===== src/design/asd_consts.svh =====
// Opcode patterns, field positions and clock counts of the arithmetic decoder
`ifndef ASD_CONSTS_SVH
`define ASD_CONSTS_SVH

// Single-byte opcodes
`define ASD_SEG_CODE 8'h2E
`define ASD_SEG_EXTRA 8'h26
`define ASD_SEG_STACK 8'h36
`define ASD_SEG_DATA 8'h3E
`define ASD_ASCII_SUM 8'h37
`define ASD_BCD_SUM 8'h27
`define ASD_ASCII_DIFF 8'h3F
`define ASD_BCD_DIFF 8'h2F

// Grouped opcodes and their masks
`define ASD_MASK_DW 8'hFC
`define ASD_MASK_W 8'hFE
`define ASD_MASK_REG 8'hF8
`define ASD_RM_SUM 8'h00
`define ASD_RM_CARRY 8'h10
`define ASD_RM_BORROW 8'h18
`define ASD_RM_DIFF 8'h28
`define ASD_RM_CMP 8'h38
`define ASD_ACC_SUM 8'h04
`define ASD_ACC_CARRY 8'h14
`define ASD_ACC_BORROW 8'h1C
`define ASD_ACC_DIFF 8'h2C
`define ASD_ACC_CMP 8'h3C
`define ASD_IMM_GRP 8'h80
`define ASD_STEP_GRP 8'hFE
`define ASD_UNARY_GRP 8'hF6
`define ASD_SHORT_INC 8'h40
`define ASD_SHORT_DEC 8'h48

// Reg field codes inside the groups
`define ASD_REG_SUM 3'h0
`define ASD_REG_CARRY 3'h2
`define ASD_REG_BORROW 3'h3
`define ASD_REG_DIFF 3'h5
`define ASD_REG_CMP 3'h7
`define ASD_REG_INC 3'h0
`define ASD_REG_DEC 3'h1
`define ASD_REG_NEG 3'h3
`define ASD_REG_MUL 3'h4

// Field positions
`define ASD_W_BIT 0
`define ASD_S_BIT 1
`define ASD_MOD_MSB 7
`define ASD_MOD_LSB 6
`define ASD_REG_MSB 5
`define ASD_REG_LSB 3
`define ASD_RM_MSB 2
`define ASD_RM_LSB 0
`define ASD_MOD_REGS 2'h3
`define ASD_MOD_D8 2'h1
`define ASD_MOD_D16 2'h2
`define ASD_MOD_NONE 2'h0
`define ASD_RM_DIRECT 3'h6
`define ASD_SW_WIDE 2'h1

// Clock counts
`define ASD_CK_PREFIX 6'h02
`define ASD_CK_RM_REG 6'h03
`define ASD_CK_RM_MEM 6'h0A
`define ASD_CK_IMM_REG 6'h04
`define ASD_CK_IMM_MEM 6'h10
`define ASD_CK_ACC_BYTE 6'h03
`define ASD_CK_ACC_WORD 6'h04
`define ASD_CK_STEP_REG 6'h03
`define ASD_CK_STEP_MEM 6'h0F
`define ASD_CK_SHORT 6'h03
`define ASD_CK_ASCII_SUM 6'h08
`define ASD_CK_BCD_FIX 6'h04
`define ASD_CK_ASCII_DIFF 6'h07
`define ASD_CK_MUL_RB_MIN 6'h1A
`define ASD_CK_MUL_RB_MAX 6'h1C
`define ASD_CK_MUL_RW_MIN 6'h23
`define ASD_CK_MUL_RW_MAX 6'h25
`define ASD_CK_MUL_MB_MIN 6'h20
`define ASD_CK_MUL_MB_MAX 6'h22
`define ASD_CK_MUL_MW_MIN 6'h29
`define ASD_CK_MUL_MW_MAX 6'h2B
`define ASD_CK_WORD_MEM 6'h04
`define ASD_CK_ONE 6'h01

`endif


===== src/design/asd_pkg.sv =====
// Types shared by the arithmetic decoder modules
`default_nettype none
package asd_pkg;

  typedef enum logic [3:0] {
    ASD_OP_NONE = 4'h0,
    ASD_OP_PREFIX = 4'h1,
    ASD_OP_SUM = 4'h2,
    ASD_OP_CARRY_SUM = 4'h3,
    ASD_OP_DIFF = 4'h4,
    ASD_OP_BORROW_DIFF = 4'h5,
    ASD_OP_COMPARISON = 4'h6,
    ASD_OP_PLUS_ONE = 4'h7,
    ASD_OP_MINUS_ONE = 4'h8,
    ASD_OP_SIGN_INVERT = 4'h9,
    ASD_OP_ASCII_SUM_FIX = 4'hA,
    ASD_OP_BCD_SUM_FIX = 4'hB,
    ASD_OP_ASCII_DIFF_FIX = 4'hC,
    ASD_OP_BCD_DIFF_FIX = 4'hD,
    ASD_OP_PRODUCT = 4'hE
  } asd_op_t;

  typedef enum logic [2:0] {
    ASD_FORM_SINGLE = 3'h0,
    ASD_FORM_RM = 3'h1,
    ASD_FORM_IMM_RM = 3'h2,
    ASD_FORM_ACC = 3'h3,
    ASD_FORM_SHORT = 3'h4,
    ASD_FORM_GROUP = 3'h5
  } asd_form_t;

  typedef enum logic [1:0] {
    ASD_SEG_NONE_T = 2'h0,
    ASD_SEG_CODE_T = 2'h1,
    ASD_SEG_STACK_T = 2'h2,
    ASD_SEG_DATA_T = 2'h3
  } asd_seg_t;

  typedef enum logic [3:0] {
    ASD_ST_OPCODE = 4'h0,
    ASD_ST_MODRM = 4'h1,
    ASD_ST_DISP_LO = 4'h2,
    ASD_ST_DISP_HI = 4'h3,
    ASD_ST_IMM_LO = 4'h4,
    ASD_ST_IMM_HI = 4'h5,
    ASD_ST_ISSUE = 4'h6,
    ASD_ST_EXEC = 4'h7
  } asd_state_t;

endpackage : asd_pkg
`default_nettype wire


===== src/design/asd_timing_if.sv =====
// Request and answer of the clock count lookup
`default_nettype none
interface asd_timing_if;
  import asd_pkg::*;
  asd_op_t op;
  asd_form_t form;
  logic word;
  logic mem;
  logic [5:0] clk_min;
  logic [5:0] clk_max;
  modport requester (output op, output form, output word, output mem, input clk_min, input clk_max);
  modport lookup (input op, input form, input word, input mem, output clk_min, output clk_max);
endinterface : asd_timing_if
`default_nettype wire


===== src/design/asd_clock_table.sv =====
// Clock count lookup for decoded arithmetic instructions
`include "asd_consts.svh"
`default_nettype none
module asd_clock_table
  import asd_pkg::*;
(
  asd_timing_if.lookup tif
);

  logic [5:0] base_min;
  logic [5:0] base_max;

  always_comb begin
    base_min = `ASD_CK_ONE;
    base_max = `ASD_CK_ONE;
    case (tif.op)
      ASD_OP_PREFIX: begin
        base_min = `ASD_CK_PREFIX;
      end
      ASD_OP_ASCII_SUM_FIX: begin
        base_min = `ASD_CK_ASCII_SUM;
      end
      ASD_OP_BCD_SUM_FIX, ASD_OP_BCD_DIFF_FIX: begin
        base_min = `ASD_CK_BCD_FIX;
      end
      ASD_OP_ASCII_DIFF_FIX: begin
        base_min = `ASD_CK_ASCII_DIFF;
      end
      ASD_OP_PLUS_ONE, ASD_OP_MINUS_ONE: begin
        if (tif.form == ASD_FORM_SHORT) begin
          base_min = `ASD_CK_SHORT;
        end else begin
          base_min = tif.mem ? `ASD_CK_STEP_MEM : `ASD_CK_STEP_REG;
        end
      end
      ASD_OP_SIGN_INVERT: begin
        base_min = tif.mem ? `ASD_CK_RM_MEM : `ASD_CK_RM_REG;
      end
      ASD_OP_PRODUCT: begin
        if (tif.mem) begin
          base_min = tif.word ? `ASD_CK_MUL_MW_MIN : `ASD_CK_MUL_MB_MIN;
          base_max = tif.word ? `ASD_CK_MUL_MW_MAX : `ASD_CK_MUL_MB_MAX;
        end else begin
          base_min = tif.word ? `ASD_CK_MUL_RW_MIN : `ASD_CK_MUL_RB_MIN;
          base_max = tif.word ? `ASD_CK_MUL_RW_MAX : `ASD_CK_MUL_RB_MAX;
        end
      end
      ASD_OP_NONE: begin
        base_min = `ASD_CK_ONE;
      end
      default: begin
        if (tif.form == ASD_FORM_ACC) begin
          base_min = tif.word ? `ASD_CK_ACC_WORD : `ASD_CK_ACC_BYTE;
        end else if (tif.form == ASD_FORM_IMM_RM && tif.op != ASD_OP_COMPARISON) begin
          base_min = tif.mem ? `ASD_CK_IMM_MEM : `ASD_CK_IMM_REG;
        end else begin
          base_min = tif.mem ? `ASD_CK_RM_MEM : `ASD_CK_RM_REG;
        end
      end
    endcase
    if (tif.op != ASD_OP_PRODUCT) begin
      base_max = base_min;
    end
  end

  assign tif.clk_min = (tif.mem && tif.word) ? base_min + `ASD_CK_WORD_MEM : base_min;
  assign tif.clk_max = (tif.mem && tif.word) ? base_max + `ASD_CK_WORD_MEM : base_max;

endmodule : asd_clock_table
`default_nettype wire


===== src/design/asd_decoder.sv =====
// Arithmetic and segment prefix decoder with execution clock counting
// Overview of operation
// - Bytes 2E, 36, 3E override code, stack, data segment; two clocks each.
// - Sum between register-or-memory and register: 3 clocks register, 10 memory.
// - Carry sum decodes from 000100dw, group reg 010, and 0001010w.
// - Difference decodes from 001010dw and 0010110w; accumulator form 3 or 4 clocks.
// - Borrow difference from 000110dw, group reg 011, 0001110w; immediate 4/16 clocks.
// - Comparison from 0011101w, 0011100w, 0011110w; 3 clocks register (word accumulator 4), 10 memory.
// - Minus one from 1111111w reg 001 takes 3/15; short 01001reg takes 3.
// - Sign invert from 1111011w reg 011 takes 3 register, 10 memory.
// - ASCII sum fixup is byte 00110111, 8 clocks.
// - Packed sum fixup is byte 00100111, 4 clocks.
// - ASCII difference fixup is byte 00111111, 7 clocks.
// - Packed difference fixup is byte 00101111, 4 clocks.
// - Product from 1111011w reg 100 with ranges by operand width and place.
// - Word memory transfers add 4 clocks to every memory count, product ranges included.
`include "asd_consts.svh"
`default_nettype none
module asd_decoder
  import asd_pkg::*;
(
  input wire logic core_clk,
  input wire logic rst_n,
  input wire logic byte_valid,
  input wire logic [7:0] byte_data,
  output logic byte_ready,
  output logic instr_valid,
  output logic instr_bad,
  output asd_op_t instr_op,
  output asd_form_t instr_form,
  output logic instr_word,
  output logic instr_mem,
  output asd_seg_t instr_seg,
  output logic [15:0] instr_imm,
  output logic [5:0] instr_clk_min,
  output logic [5:0] instr_clk_max,
  output logic exec_busy,
  output logic exec_done
);

  asd_timing_if tif ();

  asd_state_t state_reg, state_next;
  asd_op_t op_reg, op_next;
  asd_form_t form_reg, form_next;
  logic word_reg, word_next;
  logic sign_reg, sign_next;
  logic mem_reg, mem_next;
  logic bad_reg, bad_next;
  logic imm_two_reg, imm_two_next;
  logic imm_any_reg, imm_any_next;
  logic [7:0] opc_reg, opc_next;
  asd_seg_t seg_reg, seg_next;
  logic [15:0] imm_reg, imm_next;
  logic [5:0] count_reg, count_next;
  logic valid_reg, valid_next;
  logic ibad_reg, ibad_next;
  logic done_reg, done_next;
  asd_op_t out_op_reg, out_op_next;
  asd_form_t out_form_reg, out_form_next;
  logic out_word_reg, out_word_next;
  logic out_mem_reg, out_mem_next;
  asd_seg_t out_seg_reg, out_seg_next;
  logic [15:0] out_imm_reg, out_imm_next;
  logic [5:0] out_min_reg, out_min_next;
  logic [5:0] out_max_reg, out_max_next;

  // ****************************************
  // Helper functions
  // ****************************************
  function automatic logic match(input logic [7:0] b, input logic [7:0] mask, input logic [7:0] pat);
    match = (b & mask) == pat;
  endfunction : match

  function automatic logic [2:0] reg_field(input logic [7:0] b);
    reg_field = b[`ASD_REG_MSB:`ASD_REG_LSB];
  endfunction : reg_field

  function automatic asd_op_t rm_op(input logic [7:0] b);
    rm_op = ASD_OP_NONE;
    if (match(b, `ASD_MASK_DW, `ASD_RM_SUM) || match(b, `ASD_MASK_W, `ASD_ACC_SUM)) begin
      rm_op = ASD_OP_SUM;
    end else if (match(b, `ASD_MASK_DW, `ASD_RM_CARRY) || match(b, `ASD_MASK_W, `ASD_ACC_CARRY)) begin
      rm_op = ASD_OP_CARRY_SUM;
    end else if (match(b, `ASD_MASK_DW, `ASD_RM_BORROW) || match(b, `ASD_MASK_W, `ASD_ACC_BORROW)) begin
      rm_op = ASD_OP_BORROW_DIFF;
    end else if (match(b, `ASD_MASK_DW, `ASD_RM_DIFF) || match(b, `ASD_MASK_W, `ASD_ACC_DIFF)) begin
      rm_op = ASD_OP_DIFF;
    end else if (match(b, `ASD_MASK_DW, `ASD_RM_CMP) || match(b, `ASD_MASK_W, `ASD_ACC_CMP)) begin
      rm_op = ASD_OP_COMPARISON;
    end
  endfunction : rm_op

  // ****************************************
  // Clock count lookup
  // ****************************************
  assign tif.op = op_reg;
  assign tif.form = form_reg;
  assign tif.word = word_reg;
  assign tif.mem = mem_reg;

  asd_clock_table u_table (
    .tif(tif)
  );

  // ****************************************
  // Byte collection and execution timing
  // ****************************************
  always_comb begin
    state_next = state_reg;
    op_next = op_reg;
    form_next = form_reg;
    word_next = word_reg;
    sign_next = sign_reg;
    mem_next = mem_reg;
    bad_next = bad_reg;
    imm_two_next = imm_two_reg;
    imm_any_next = imm_any_reg;
    opc_next = opc_reg;
    seg_next = seg_reg;
    imm_next = imm_reg;
    count_next = count_reg;
    valid_next = 1'b0;
    ibad_next = 1'b0;
    done_next = 1'b0;
    out_op_next = out_op_reg;
    out_form_next = out_form_reg;
    out_word_next = out_word_reg;
    out_mem_next = out_mem_reg;
    out_seg_next = out_seg_reg;
    out_imm_next = out_imm_reg;
    out_min_next = out_min_reg;
    out_max_next = out_max_reg;
    case (state_reg)
      ASD_ST_OPCODE: begin
        if (byte_valid) begin
          opc_next = byte_data;
          word_next = byte_data[`ASD_W_BIT];
          sign_next = byte_data[`ASD_S_BIT];
          mem_next = 1'b0;
          bad_next = 1'b0;
          imm_next = 16'h0000;
          imm_any_next = 1'b0;
          imm_two_next = 1'b0;
          op_next = rm_op(byte_data);
          form_next = ASD_FORM_SINGLE;
          state_next = ASD_ST_ISSUE;
          if (byte_data == `ASD_SEG_CODE || byte_data == `ASD_SEG_STACK || byte_data == `ASD_SEG_DATA
              || byte_data == `ASD_SEG_EXTRA) begin
            op_next = ASD_OP_PREFIX;
            word_next = 1'b0;
          end else if (byte_data == `ASD_ASCII_SUM) begin
            op_next = ASD_OP_ASCII_SUM_FIX;
            word_next = 1'b0;
          end else if (byte_data == `ASD_BCD_SUM) begin
            op_next = ASD_OP_BCD_SUM_FIX;
            word_next = 1'b0;
          end else if (byte_data == `ASD_ASCII_DIFF) begin
            op_next = ASD_OP_ASCII_DIFF_FIX;
            word_next = 1'b0;
          end else if (byte_data == `ASD_BCD_DIFF) begin
            op_next = ASD_OP_BCD_DIFF_FIX;
            word_next = 1'b0;
          end else if (match(byte_data, `ASD_MASK_REG, `ASD_SHORT_INC)
                       || match(byte_data, `ASD_MASK_REG, `ASD_SHORT_DEC)) begin
            op_next = match(byte_data, `ASD_MASK_REG, `ASD_SHORT_DEC) ? ASD_OP_MINUS_ONE : ASD_OP_PLUS_ONE;
            form_next = ASD_FORM_SHORT;
            word_next = 1'b1;
          end else if (match(byte_data, `ASD_MASK_DW, `ASD_IMM_GRP)) begin
            form_next = ASD_FORM_IMM_RM;
            imm_any_next = 1'b1;
            // Second data byte only for s,w of 01
            imm_two_next = byte_data[`ASD_S_BIT:`ASD_W_BIT] == `ASD_SW_WIDE;
            state_next = ASD_ST_MODRM;
          end else if (match(byte_data, `ASD_MASK_W, `ASD_STEP_GRP)
                       || match(byte_data, `ASD_MASK_W, `ASD_UNARY_GRP)) begin
            form_next = ASD_FORM_GROUP;
            state_next = ASD_ST_MODRM;
          end else if (rm_op(byte_data) != ASD_OP_NONE && byte_data[2]) begin
            form_next = ASD_FORM_ACC;
            imm_any_next = 1'b1;
            imm_two_next = byte_data[`ASD_W_BIT];
            state_next = ASD_ST_IMM_LO;
          end else if (rm_op(byte_data) != ASD_OP_NONE) begin
            form_next = ASD_FORM_RM;
            state_next = ASD_ST_MODRM;
          end else begin
            bad_next = 1'b1;
          end
        end
      end
      ASD_ST_MODRM: begin
        if (byte_valid) begin
          mem_next = byte_data[`ASD_MOD_MSB:`ASD_MOD_LSB] != `ASD_MOD_REGS;
          if (form_reg == ASD_FORM_IMM_RM) begin
            case (reg_field(byte_data))
              `ASD_REG_SUM: op_next = ASD_OP_SUM;
              `ASD_REG_CARRY: op_next = ASD_OP_CARRY_SUM;
              `ASD_REG_BORROW: op_next = ASD_OP_BORROW_DIFF;
              `ASD_REG_DIFF: op_next = ASD_OP_DIFF;
              `ASD_REG_CMP: op_next = ASD_OP_COMPARISON;
              default: bad_next = 1'b1;
            endcase
          end else if (form_reg == ASD_FORM_GROUP) begin
            form_next = ASD_FORM_RM;
            if (match(opc_reg, `ASD_MASK_W, `ASD_STEP_GRP) && reg_field(byte_data) == `ASD_REG_INC) begin
              op_next = ASD_OP_PLUS_ONE;
            end else if (match(opc_reg, `ASD_MASK_W, `ASD_STEP_GRP) && reg_field(byte_data) == `ASD_REG_DEC) begin
              op_next = ASD_OP_MINUS_ONE;
            end else if (match(opc_reg, `ASD_MASK_W, `ASD_UNARY_GRP) && reg_field(byte_data) == `ASD_REG_NEG) begin
              op_next = ASD_OP_SIGN_INVERT;
            end else if (match(opc_reg, `ASD_MASK_W, `ASD_UNARY_GRP) && reg_field(byte_data) == `ASD_REG_MUL) begin
              op_next = ASD_OP_PRODUCT;
            end else begin
              bad_next = 1'b1;
            end
          end
          if (byte_data[`ASD_MOD_MSB:`ASD_MOD_LSB] == `ASD_MOD_D8) begin
            state_next = ASD_ST_DISP_HI;
          end else if (byte_data[`ASD_MOD_MSB:`ASD_MOD_LSB] == `ASD_MOD_D16
                       || (byte_data[`ASD_MOD_MSB:`ASD_MOD_LSB] == `ASD_MOD_NONE
                           && byte_data[`ASD_RM_MSB:`ASD_RM_LSB] == `ASD_RM_DIRECT)) begin
            state_next = ASD_ST_DISP_LO;
          end else begin
            state_next = imm_any_reg ? ASD_ST_IMM_LO : ASD_ST_ISSUE;
          end
        end
      end
      ASD_ST_DISP_LO: begin
        if (byte_valid) begin
          state_next = ASD_ST_DISP_HI;
        end
      end
      ASD_ST_DISP_HI: begin
        if (byte_valid) begin
          state_next = imm_any_reg ? ASD_ST_IMM_LO : ASD_ST_ISSUE;
        end
      end
      ASD_ST_IMM_LO: begin
        if (byte_valid) begin
          // Sign extension of a single byte
          imm_next = {(word_reg && sign_reg && byte_data[7]) ? 8'hFF : 8'h00, byte_data};
          state_next = imm_two_reg ? ASD_ST_IMM_HI : ASD_ST_ISSUE;
        end
      end
      ASD_ST_IMM_HI: begin
        if (byte_valid) begin
          imm_next = {byte_data, imm_reg[7:0]};
          state_next = ASD_ST_ISSUE;
        end
      end
      ASD_ST_ISSUE: begin
        valid_next = !bad_reg;
        ibad_next = bad_reg;
        out_op_next = bad_reg ? ASD_OP_NONE : op_reg;
        out_form_next = form_reg;
        out_word_next = word_reg;
        out_mem_next = mem_reg;
        out_seg_next = seg_reg;
        out_imm_next = imm_reg;
        out_min_next = tif.clk_min;
        out_max_next = tif.clk_max;
        count_next = tif.clk_min - `ASD_CK_ONE;
        // Override held for the following instruction
        if (op_reg == ASD_OP_PREFIX) begin
          if (opc_reg == `ASD_SEG_CODE) begin
            seg_next = ASD_SEG_CODE_T;
          end else if (opc_reg == `ASD_SEG_STACK) begin
            seg_next = ASD_SEG_STACK_T;
          end else if (opc_reg == `ASD_SEG_DATA) begin
            seg_next = ASD_SEG_DATA_T;
          end else begin
            seg_next = ASD_SEG_NONE_T;
          end
        end else begin
          seg_next = ASD_SEG_NONE_T;
        end
        if (bad_reg) begin
          state_next = ASD_ST_OPCODE;
        end else begin
          state_next = ASD_ST_EXEC;
        end
      end
      ASD_ST_EXEC: begin
        if (count_reg == `ASD_CK_ONE) begin
          done_next = 1'b1;
          state_next = ASD_ST_OPCODE;
        end
        count_next = count_reg - `ASD_CK_ONE;
      end
      default: begin
        state_next = ASD_ST_OPCODE;
      end
    endcase
  end

  always_ff @(posedge core_clk or negedge rst_n) begin
    if (!rst_n) begin
      state_reg <= ASD_ST_OPCODE;
      op_reg <= ASD_OP_NONE;
      form_reg <= ASD_FORM_SINGLE;
      word_reg <= 1'b0;
      sign_reg <= 1'b0;
      mem_reg <= 1'b0;
      bad_reg <= 1'b0;
      imm_two_reg <= 1'b0;
      imm_any_reg <= 1'b0;
      opc_reg <= 8'h00;
      seg_reg <= ASD_SEG_NONE_T;
      imm_reg <= 16'h0000;
      count_reg <= 6'h00;
      valid_reg <= 1'b0;
      ibad_reg <= 1'b0;
      done_reg <= 1'b0;
      out_op_reg <= ASD_OP_NONE;
      out_form_reg <= ASD_FORM_SINGLE;
      out_word_reg <= 1'b0;
      out_mem_reg <= 1'b0;
      out_seg_reg <= ASD_SEG_NONE_T;
      out_imm_reg <= 16'h0000;
      out_min_reg <= 6'h00;
      out_max_reg <= 6'h00;
    end else begin
      state_reg <= state_next;
      op_reg <= op_next;
      form_reg <= form_next;
      word_reg <= word_next;
      sign_reg <= sign_next;
      mem_reg <= mem_next;
      bad_reg <= bad_next;
      imm_two_reg <= imm_two_next;
      imm_any_reg <= imm_any_next;
      opc_reg <= opc_next;
      seg_reg <= seg_next;
      imm_reg <= imm_next;
      count_reg <= count_next;
      valid_reg <= valid_next;
      ibad_reg <= ibad_next;
      done_reg <= done_next;
      out_op_reg <= out_op_next;
      out_form_reg <= out_form_next;
      out_word_reg <= out_word_next;
      out_mem_reg <= out_mem_next;
      out_seg_reg <= out_seg_next;
      out_imm_reg <= out_imm_next;
      out_min_reg <= out_min_next;
      out_max_reg <= out_max_next;
    end
  end

  // ****************************************
  // Outputs
  // ****************************************
  assign byte_ready = state_reg != ASD_ST_ISSUE && state_reg != ASD_ST_EXEC;
  assign exec_busy = state_reg == ASD_ST_EXEC;
  assign instr_valid = valid_reg;
  assign instr_bad = ibad_reg;
  assign exec_done = done_reg;
  assign instr_op = out_op_reg;
  assign instr_form = out_form_reg;
  assign instr_word = out_word_reg;
  assign instr_mem = out_mem_reg;
  assign instr_seg = out_seg_reg;
  assign instr_imm = out_imm_reg;
  assign instr_clk_min = out_min_reg;
  assign instr_clk_max = out_max_reg;

endmodule : asd_decoder
`default_nettype wire


===== config.mk =====
export PLATFORM = sky130hd
export DESIGN_NAME = asd_decoder
export DESIGN_NICKNAME = d
export VERILOG_FILES = /design/src/design/asd_pkg.sv /design/src/design/asd_timing_if.sv /design/src/design/asd_clock_table.sv /design/src/design/asd_decoder.sv
export VERILOG_INCLUDE_DIRS = /design/src /design/src/design
export SDC_FILE = /design/constraint.sdc
export NUM_CORES = 1
export LEC_CHECK = 0
export ABC_AREA = 1
export BUFFER_PORTS_ARGS = -buffer_cell sky130_fd_sc_hd__buf_4
export CAP_MARGIN = 20
export CORE_AREA = 2 2 105 107
export CTS_CLUSTER_SIZE = 40
export DETAILED_ROUTE_END_ITERATION = 8
export DIE_AREA = 0 0 107 109
export MAX_ROUTING_LAYER = met4
export PLACE_DENSITY = 0.71
export SYNTH_ARGS = -nofsm -noshare
export SYNTH_HDL_FRONTEND = slang
export SYNTH_SLANG_ARGS = --single-unit

===== constraint.sdc =====
create_clock -name core_clk -period 3.1 [get_ports core_clk]
set_clock_uncertainty 0.05 [all_clocks]
set_input_delay 0.31 -clock core_clk [delete_from_list [all_inputs] [get_ports core_clk]]
set_output_delay 0.31 -clock core_clk [all_outputs]
set_load 0.01 [all_outputs]

==> impl_metrics.csv <==
group,metric,value,unit
die,fp-row-count,38,
worst_setup_path,r2r-end,"count_reg[5]",
drt,wirelength,11200,microns
synthesis,synth_top_area_cell,"dfrtp_1",
synthesis,async_flop_share,1.00,
synthesis,yosys_warnings,0,
placed_design,pre_cts_ws,0.779,ns
finish,syn2layout_area_growth,17.2,%
worst_hold_path,hp-start,"byte_data[4]",
status,status,"completed",
worst_setup_path,reg2reg_depth,16,
drt,vias_per_cell,5.24,
worst_setup_path,cp-start-kind,"flip-flop",
synthesis,synth_compound_area_frac,0.157,
sta,period_needed,2.34,ns
clocking,cts_hold_buf,1,
synthesis,yosys.area_share.simple,0.247,
synthesis,synth_top_flop_cell,"dfrtp_1",
run,max_cap_viol_count,0,
grt,grt_max_degree,90,
clocking,clk_pin_slew,0.09,ns
sta,finalSetupTns,0,ns
synthesis,post_synth.cell_area_avg,7.65,sq um
finish,multi_input_area,2000,sq um
synthesis,synth.area.top_cells,"dfrtp_1, nand2_1, o21ai_0",
clocking,clock_path_buffers,2,
sta,max_slew_margin,0.636,
drt,drcViolationCount,0,
drt,avgRoutedWirePerCell,13.9,microns
drt,drt-pass1-iter-count,4,
clocking,htree_levels,3,
placed_design,io_buffers,54,
synthesis,synth_common_cells,"nand2_1, dfrtp_1, inv_1",
placed_design,place_congestion,0.939,
placed_design,place_inst,790,
power_and_ir_drop,cellPowerDensity,954,nW/um^2
power_and_ir_drop,peakVddDrop,0.000372,V
die,dieArea,11700,sq um
sta,drv_slew,0,
drt,ant_nets,0,
worst_hold_path,hold_end,"opc_reg[4]",
die,die_w,107,microns
worst_setup_path,cp-end-kind,"flip-flop",
grt,grt_usage,0.210,
clocking,cts_made_buffers,9,
drt,via_count,4225,
clocking,cts.sinks,89,
die,start_util,0.436,
die,num_io_pins,55,
clocking,clk_latency,0.36,ns
synthesis,ys_ff_latch,89,
worst_setup_path,path_class,"flip-flop to flip-flop",
die,fp.coreArea,10600,sq um
synthesis,ys_seq_area_frac,0.482,
finish,fin_cells,806,
clocking,postCtsSetupBuffers,0,
finish,num-fill-cells,1040,
sta,finalHoldViolCount,0,
synthesis,synth_top_family_by_area,"simple AND/OR/NAND/NOR gates",
sta,fin_crit_sh,0.756,
placed_design,dp_hpwl,8410,microns
clocking,cts_resized,0,
die,fp.dieH,109,microns
sta,fin_hold_ws,0.139,ns
grt,grt_pass1_vias,3939,
finish,nets,680,
sta,tightest_slew,0.544,ns
sta,setup_viol,0,
worst_hold_path,hold_class,"input port to flip-flop",
finish,diodes,0,
synthesis,synth_edf_count,0,
worst_hold_path,holdPathStages,3,
synthesis,yosys.area_share.adder,0.0189,
synthesis,netlist_area,4620,sq um
grt,grt-ovfl-total,0,
worst_setup_path,crit_required,3.31,ns
worst_setup_path,arrival,2.55,ns
finish,drive_gt1_frac,0.146,
clocking,cts_tree,"yes",
sta,final.setup.worst_slack,0.756,ns
worst_setup_path,rr_startpoint,"mem_reg",
power_and_ir_drop,p_leak,2.70,nW
grt,grt_pass1_wl,18600,microns
drt,drtIter0Drc,310,
clocking,cts_root_buf,"clkbuf_8",
synthesis,ys_types,37,
finish,final-seq-area,2230,sq um
synthesis,syn_nets,622,
grt,antenna_found_initial,0,
synthesis,syn_inst,604,
synthesis,muxShareOfSynthArea,0.00487,
synthesis,yosysMostFrequentCell,"nand2_1",
synthesis,yosysTopAreaCellShare,0.482,
sta,rsz0062_at_grt,"no",
sta,fmax,0.427,GHz
synthesis,synth_xor_area_frac,0.00568,
worst_setup_path,crit_fanout,7,
power_and_ir_drop,power.total,5.17,mW
worst_setup_path,reg2reg_slack,0.76,ns
[worst max-delay path by stage]
stage | startpoint | to | slack, ns | cells past startpoint
floorplan | mem_reg | count_reg[5] | 1.01 | 16
global placement | mem_reg | count_reg[5] | 0.85 | 16
detailed placement | mem_reg | count_reg[5] | 0.78 | 16
CTS | mem_reg | count_reg[5] | 0.78 | 16
global route | mem_reg | count_reg[5] | 0.48 | 16
finish | mem_reg | count_reg[5] | 0.76 | 16
[placed cells by master, fill, tap and decap left out, types with 7 or more instances in the layout]
cell and n:
nand2_1 159, dfrtp_1 89, inv_1 82, o21ai_0 82
buf_4 58, nor2_1 53, nand3_1 23, a21oi_1 14
o22ai_1 12, clkbuf_8 9, nand4_1 8, nor3_1 7
ha_1 7
[per-layer routing]
layer  vias up  wire length [microns]  track usage
met3        12                    551       0.0299
li1       2079                      -            -
met5         -                      0            -
met4         0                    208       0.0835
met1      2009                   5440        0.294
met2       125                   4970        0.309
[area by class of cell]
class                           instances  share of cell area
Tap cell                              140              0.0323
Clock inverter                          5              0.0150
Timing Repair Buffer                   60              0.0859
Clock buffer                           10              0.0236
Inverter                               90              0.0624
Sequential cell                        89               0.411
Multi-Input combinational cell        412               0.370
[per-stage QoR]
stage / utilization / cell area (sq um)
6_report: 0.511 / 5420
5_1_grt: 0.511 / 5420
4_1_cts: 0.511 / 5420
3_5_place_dp: 0.490 / 5200
3_3_place_gp: 0.490 / 5200
2_1_floorplan: - / 4620
[cell families (layout without fill, tap and decap cells)]
logic type,after synthesis,count (layout)
AND/OR/NAND/NOR,268,268
AO/OA/AOI/OAI,132,132
buffers and inverters,103,165
flip-flops,89,89
adder cells (fa/ha/maj),7,7
XOR/XNOR,3,3
multiplexers,2,2
[power breakdown]
part | internal [mW] | switching (mW)
logic | 0.907 | 1.49
clock network | 0.450 | 0.397
registers | 1.61 | 0.318
[critical path, cell delays in order, from the launching register on]
cell	delay, ns
dfrtp_1	0.46
inv_1	0.13
ha_1	0.30
inv_1	0.04
nand2_1	0.06
nand2_1	0.05
nor2_1	0.16
nand2_1	0.10
ha_1	0.28
inv_1	0.06
nand2_1	0.05
nand2_2	0.12
nand3_1	0.10
nor2_1	0.10
nand2_1	0.05
nand3_1	0.06
a21oi_1	0.06
No activity file was read; power rests on OpenSTA's default activity.
